==> src/inc/data_move_cfg.svh <==
`ifndef DATA_MOVE_CFG_SVH
`define DATA_MOVE_CFG_SVH

// Opcode fields of the four data-move instructions.
`define OPC_COPY_FIRST 4'hc
`define OPC_COPY_SECOND 4'hf
`define OPC_LOAD_BANK 8'h01
`define OPC_LOAD_LIT 8'h0e
`define OPC_STORE_ACC 7'h37

// Field positions within an instruction word.
`define FLD_NIBBLE_HI 15
`define FLD_NIBBLE_LO 12
`define FLD_BYTE_LO 8
`define FLD_STORE_LO 9
`define FLD_ACCESS_BIT 8

// Data-space location of the working register and access bank layout.
`define ACCUM_ADDR 12'hfe8
`define ACCESS_SPLIT 8'h80
`define ACCESS_HI_BANK 4'hf
`define ACCESS_LO_BANK 4'h0

// Quarter phases of one instruction cycle.
`define PH_Q1 2'h0
`define PH_Q2 2'h1
`define PH_Q3 2'h2
`define PH_Q4 2'h3

// Reset values.
`define RST_ACCUM 8'h00
`define RST_BANK 8'h00

`endif

==> src/inc/data_move_pkg.sv <==
package data_move_pkg;

  typedef enum logic [0:0] {
    ST_IDLE = 1'b0,
    ST_WAIT_DEST = 1'b1
  } seq_state_t;

  typedef enum logic [2:0] {
    OP_NONE = 3'b000,
    OP_COPY_READ = 3'b001,
    OP_COPY_WRITE = 3'b010,
    OP_LOAD_BANK = 3'b011,
    OP_LOAD_LIT = 3'b100,
    OP_STORE = 3'b101
  } move_op_t;

  typedef struct packed {
    logic rd_en;
    logic wr_en;
    logic [11:0] addr;
    logic [7:0] wdata;
  } mem_req_t;

  typedef struct packed {
    seq_state_t st;
    logic [1:0] phase;
    move_op_t op;
    logic [15:0] instr;
    logic [11:0] dest;
    logic [7:0] data;
    logic [7:0] accum;
    logic [7:0] bank;
    logic bad_second;
    mem_req_t mem;
  } move_state_t;

endpackage : data_move_pkg

==> src/hdl/data_move_instruction_group.sv <==
`timescale 1ns/1ps
`default_nettype none
`include "data_move_cfg.svh"

// What this block does
// - Decode two-word copy: first word 1100 plus source, second 1111 plus destination.
// - Copy addresses span the whole 4096-byte data space with no bank selection.
// - Copy writes source value to destination; source and status flags untouched.
// - The working register may be copy source or destination like any location.
// - Copy takes two words and two cycles, one more for each cycle the second word is late.
// - Opcode byte 0000 0001 loads the literal into the bank select register.
// - Opcode byte 0000 1110 loads the literal into the working register in one cycle.
// - Upper bits 0110 111a store the working register to a file location.
// - Access bit zero picks the access bank; one picks the selected 256-byte bank.
module data_move_instruction_group
  import data_move_pkg::*;
#(
  parameter int ADDR_W = 12
) (
  input wire logic i_clk,
  input wire logic i_rst,
  input wire logic i_instr_valid,
  input wire logic [15:0] i_instr,
  input wire logic [7:0] i_mem_rdata,
  output logic o_instr_taken,
  output logic o_copy_pending,
  output logic o_bad_second,
  output logic [1:0] o_phase,
  output mem_req_t o_mem,
  output logic [7:0] o_accum,
  output logic [7:0] o_bank
);

  if (ADDR_W != 12) begin : g_check_width
    $error("data_move_instruction_group serves a 12-bit data space only");
  end

  move_state_t s_q;
  move_state_t s_d;
  logic is_copy_first;
  logic is_copy_second;
  logic is_load_bank;
  logic is_load_lit;
  logic is_store;
  logic at_q1;

  // True when a data-space address names the working register.
  function automatic logic is_accum_addr(input logic [11:0] addr);
    is_accum_addr = (addr == `ACCUM_ADDR);
  endfunction : is_accum_addr

  // Banked file address of a single-word instruction.
  function automatic logic [11:0] file_addr(input logic [15:0] instr, input logic [7:0] bank);
    logic [7:0] f;
    f = instr[7:0];
    if (!instr[`FLD_ACCESS_BIT]) begin
      if (f < `ACCESS_SPLIT) begin
        file_addr = {`ACCESS_LO_BANK, f};
      end else begin
        file_addr = {`ACCESS_HI_BANK, f};
      end
    end else begin
      file_addr = {bank[3:0], f};
    end
  endfunction : file_addr

  assign at_q1 = (s_q.phase == `PH_Q1);
  assign is_copy_first = (i_instr[`FLD_NIBBLE_HI:`FLD_NIBBLE_LO] == `OPC_COPY_FIRST);
  assign is_copy_second = (i_instr[`FLD_NIBBLE_HI:`FLD_NIBBLE_LO] == `OPC_COPY_SECOND);
  assign is_load_bank = (i_instr[15:`FLD_BYTE_LO] == `OPC_LOAD_BANK);
  assign is_load_lit = (i_instr[15:`FLD_BYTE_LO] == `OPC_LOAD_LIT);
  assign is_store = (i_instr[15:`FLD_STORE_LO] == `OPC_STORE_ACC);

  always_comb begin
    s_d = s_q;
    s_d.phase = s_q.phase + 2'h1;
    s_d.bad_second = 1'b0;
    s_d.mem.rd_en = 1'b0;
    s_d.mem.wr_en = 1'b0;
    o_instr_taken = 1'b0;
    case (s_q.phase)
      `PH_Q1: begin
        if (i_instr_valid) begin
          case (s_q.st)
            ST_IDLE: begin
              s_d.instr = i_instr;
              if (is_copy_first) begin
                o_instr_taken = 1'b1;
                s_d.op = OP_COPY_READ;
                s_d.st = ST_WAIT_DEST;
                s_d.mem.addr = i_instr[11:0];
                s_d.mem.rd_en = !is_accum_addr(i_instr[11:0]);
              end else if (is_load_bank) begin
                o_instr_taken = 1'b1;
                s_d.op = OP_LOAD_BANK;
              end else if (is_load_lit) begin
                o_instr_taken = 1'b1;
                s_d.op = OP_LOAD_LIT;
              end else if (is_store) begin
                o_instr_taken = 1'b1;
                s_d.op = OP_STORE;
              end else begin
                s_d.op = OP_NONE;
              end
            end
            ST_WAIT_DEST: begin
              o_instr_taken = 1'b1;
              s_d.st = ST_IDLE;
              if (is_copy_second) begin
                s_d.op = OP_COPY_WRITE;
                s_d.dest = i_instr[11:0];
              end else begin
                s_d.op = OP_NONE;
                s_d.bad_second = 1'b1;
              end
            end
            default: begin
              s_d.st = ST_IDLE;
            end
          endcase
        end else if (s_q.st == ST_IDLE) begin
          s_d.op = OP_NONE;
        end else begin
          // A late second word stretches the copy by a whole cycle.
          s_d.op = OP_NONE;
        end
      end
      `PH_Q2: begin
        if (s_q.op == OP_COPY_READ) begin
          if (is_accum_addr(s_q.mem.addr)) begin
            s_d.data = s_q.accum;
          end else begin
            s_d.data = i_mem_rdata;
          end
        end
      end
      `PH_Q3: begin
        if (s_q.op == OP_COPY_WRITE && !is_accum_addr(s_q.dest)) begin
          s_d.mem.wr_en = 1'b1;
          s_d.mem.addr = s_q.dest;
          s_d.mem.wdata = s_q.data;
        end else if (s_q.op == OP_STORE) begin
          s_d.mem.wr_en = 1'b1;
          s_d.mem.addr = file_addr(s_q.instr, s_q.bank);
          s_d.mem.wdata = s_q.accum;
        end
      end
      `PH_Q4: begin
        case (s_q.op)
          OP_COPY_WRITE: begin
            if (is_accum_addr(s_q.dest)) begin
              s_d.accum = s_q.data;
            end
          end
          OP_LOAD_BANK: begin
            s_d.bank = s_q.instr[7:0];
          end
          OP_LOAD_LIT: begin
            s_d.accum = s_q.instr[7:0];
          end
          default: begin
          end
        endcase
      end
      default: begin
      end
    endcase
  end

  always_ff @(posedge i_clk) begin
    if (i_rst) begin
      s_q <= '0;
      s_q.st <= ST_IDLE;
      s_q.op <= OP_NONE;
      s_q.phase <= `PH_Q1;
      s_q.accum <= `RST_ACCUM;
      s_q.bank <= `RST_BANK;
    end else begin
      s_q <= s_d;
    end
  end

  assign o_copy_pending = (s_q.st == ST_WAIT_DEST);
  assign o_bad_second = s_q.bad_second;
  assign o_phase = s_q.phase;
  assign o_mem = s_q.mem;
  assign o_accum = s_q.accum;
  assign o_bank = s_q.bank;

endmodule : data_move_instruction_group
`default_nettype wire

==> config.mk <==
export PLATFORM = sky130hd
export DESIGN_NAME = data_move_instruction_group
export DESIGN_NICKNAME = d
export VERILOG_FILES = /design/src/inc/data_move_pkg.sv /design/src/hdl/data_move_instruction_group.sv
export VERILOG_INCLUDE_DIRS = /design/src /design/src/inc
export SDC_FILE = /design/constraint.sdc
export NUM_CORES = 1
export LEC_CHECK = 0
export BUFFER_PORTS_ARGS = -buffer_cell sky130_fd_sc_hd__buf_4
export CORE_ASPECT_RATIO = 0.6
export CORE_MARGIN = 3
export CORE_UTILIZATION = 45
export CTS_CLUSTER_DIAMETER = 100
export CTS_CLUSTER_SIZE = 25
export DETAILED_ROUTE_END_ITERATION = 7
export GPL_ROUTABILITY_DRIVEN = 0
export HOLD_SLACK_MARGIN = 0.15
export PLACE_DENSITY = 0.67
export SYNTH_ARGS = -nofsm -noshare
export SYNTH_HDL_FRONTEND = slang
export SYNTH_SLANG_ARGS = --single-unit
==> constraint.sdc <==
create_clock -name i_clk -period 4.5 [get_ports i_clk]
set_clock_uncertainty 0.2 [all_clocks]
set_input_delay 0.225 -clock i_clk [delete_from_list [all_inputs] [get_ports i_clk]]
set_output_delay 0.225 -clock i_clk [all_outputs]
set_load 0.02 [all_outputs]
==> metrics.txt <==
warnings from Yosys 0; via count 3459; Crit Path Class reg -> reg; htree depth 3; port bufs 69; post-synth cell types 45; cell mode on critical path a21oi_1; clk sinks 74; Max Freq 344 MHz; status complete, no violations; Syn Inst Count 460; CP max stage cell and3b_1; synthesis-to-layout area growth 20.6%; FF/Latch Area 1480 sq um; final layout net count 534; CTS buffer count 9; RSZ-0062 raised after global routing no; simple-gate share of the synthesized area 0.239; Primary FF master, synth dfxtp_1; Crit path max-delay family simple AND/OR/NAND/NOR gates; Synth top area share 0.386; Synth Net Count 491; Worst Path Buf+Inv 0; first-pass GRT wire length 17100 um; dpl cells 571; min-delay worst type in -> reg; asr flop ratio synth 0; mux contribution to synthesized area 0.0847; Remaining Overflow, GRT 0; Fin Setup TNS 0 ns; Place WS 1.64 ns; flip-flop and latch count after synthesis 74; Filler cells 738; layout cell share with drive strength beyond 1 0.206; post-route ant nets 0; Slew @ Worst Pin 0.957 ns; DR DRC count 0; endpoints failing setup 0; Cell Rows 25; Pre-antenna DRT Iters 6; XOR/XNOR Fraction of Synth Area 0; adder-cell share of the synthesized area 0.0130; MaxCap Viol Count 0; CP Max Fanout 24; CTS tree yes; clk_lat worst skew 0.35 ns; Synth top cells by count dfxtp_1, nand2_1, nor2_1, buf_4, nand3_1; Synth Area in Compound Gates 0.145; most common cell in the netlist dfxtp_1; clock root buffer clkbuf_16; die width 125 um; top cells by area, synth dfxtp_1, buf_4, mux2i_1; Initial Util 0.476; worst path arrival time 2.98 ns; Largest stage delay, worst path 0.84 ns; DR WL/cell 17.3 um; dpl hpwl 7570 um; Max clock buf depth 2; Post-Layout Cell Count 614; vias in the first global route 3150; Core Region 8070 sq um; # diodes 0; final worst-path cycle share 0.646; area of the mapped netlist 3840 sq um; Top-Level Pins 70; CP Cell Sequence and3b_1, a21oi_1, a221o_1, or3_1, a21oi_1; utilization after layout 0.574; clk slew on worst S/H paths 0.06 ns; final WL 10600 um; vias per cell 5.63; Die Ht 77.6 um; worst vdd ir 0.213 mV; Worst Slack Setup Final 1.59 ns; Leak 1.77 nW; area occupied by multi-input gates 1860 sq um; initial antenna violation count 0; power per cell area 335 nW/um^2; DR iter-0 viols 392; post-synthesis sequential area ratio 0.386; gr usage total 0.223; Slew Limit Headroom 0.362; Post-Syn Area per Cell 8.35 sq um; full die area 9720 sq um; Post-synth EDFFs 0; Post-CTS Setup Inserts 0; Critical Path Source Type flip-flop; CP required 4.57 ns; Max Slew Vio Count 0; pin count of the biggest net entering global routing 75; Tmin final 2.91 ns; Fin. Hold Viols 0; total power draw 1.55 mW; cell taking the most area after synthesis dfxtp_1; Worst Setup End Kind flip-flop; largest family of logic cells by synthesized area simple AND/OR/NAND/NOR gates
-- kinds of logic (layout without fill, tap and decap cells) --
kind of cell / after synthesis / count (layout)
adders and majority gates: 4 / 4
muxes: 32 / 32
AOI/OAI and AO/OA: 79 / 79
and+or+nand+nor: 182 / 182
buffers and inverters: 89 / 135
DFF: 74 / 74
-- placed cells by master (no fill, tap or decap), drive strengths merged, types with 2 or more instances in the layout --
cell	netlist	layout
dfxtp	74	74
clkbuf	20	14
mux2	4	4
nand3	29	29
a221oi	12	12
nor3b	3	3
nor2b	3	3
nor2	46	46
or3	5	5
or4b	2	2
dlygate4sd3	0	29
ha	4	4
buf	49	72
or4	2	2
nand4	3	3
a31oi	8	8
mux2i	28	28
and2	3	3
nand4b	2	2
o21ai	9	9
inv	20	20
a211oi	8	8
a21oi	27	27
nor4	2	2
nor3	13	13
and3b	2	2
o221ai	8	8
nand2	63	63
-- path summary, 6_finish.rpt --
| check | startpoint | endpoint | slack (ns) | cells past startpoint |
|---|---|---|---|---|
| min | i_rst | o_phase[0] | 0.23 | 2 |
| max | s_q[77] | o_mem[10] | 1.59 | 5 |
| max reg2reg | s_q[77] | o_mem[10] | 1.59 | 5 |
| min reg2reg | o_bank[7] | o_bank[7] | 0.26 | 2 |
-- area by class of cell --
| cell class | instances | area share |
|---|---|---|
| flip-flops and latches | 74 | 0.320 |
| inverters | 20 | 0.0162 |
| well taps | 108 | 0.0292 |
| repair buffers | 101 | 0.179 |
| multi-input cells | 297 | 0.401 |
| clock buffers | 14 | 0.0548 |
-- metal layers --
layer / wire length [um] / track usage / vias to the layer above / share of wire
met5: 0 / 0 / - / 0
met4: 124 / 0.0649 / 0 / 0.012
met3: 1260 / 0.0763 / 12 / 0.12
met2: 4030 / 0.290 / 163 / 0.38
met1: 5210 / 0.341 / 1637 / 0.49
li1: - / - / 1647 / -
-- per-stage QoR --
| step | hold WS [ns] | cell area [sq um] |
|---|---|---|
| after floorplan | 0.161 | 3840 |
| after global placement | 0.249 | 4090 |
| after detailed placement | 0.252 | 4090 |
| after CTS | 0.232 | 4630 |
| after global routing | 0.275 | 4630 |
| final | 0.231 | 4630 |
-- flip-flops by register name, indices dropped and copies added, names as in the netlist --
signal and flops:
o_accum 8, o_bank 8, s_q 32, o_mem 22
o_bad_second 1, o_phase 2, o_copy_pending 1
-- repair_timing --
item                                   4_1_cts  5_1_grt
hold buffers                                29        0
endpoints found under the hold margin       37        0
gates resized for setup                      0        0
-- power by group --
part | switching, mW | total [mW] | internal, mW | leakage (nW)
Sequential | 0.0311 | 0.710 | 0.679 | 0.600
Clock | 0.260 | 0.642 | 0.383 | 0.123
Combinational | 0.111 | 0.201 | 0.0903 | 1.05
Total | 0.402 | 1.55 | 1.15 | 1.77
Note: power is estimated with default switching activity, not from simulation.
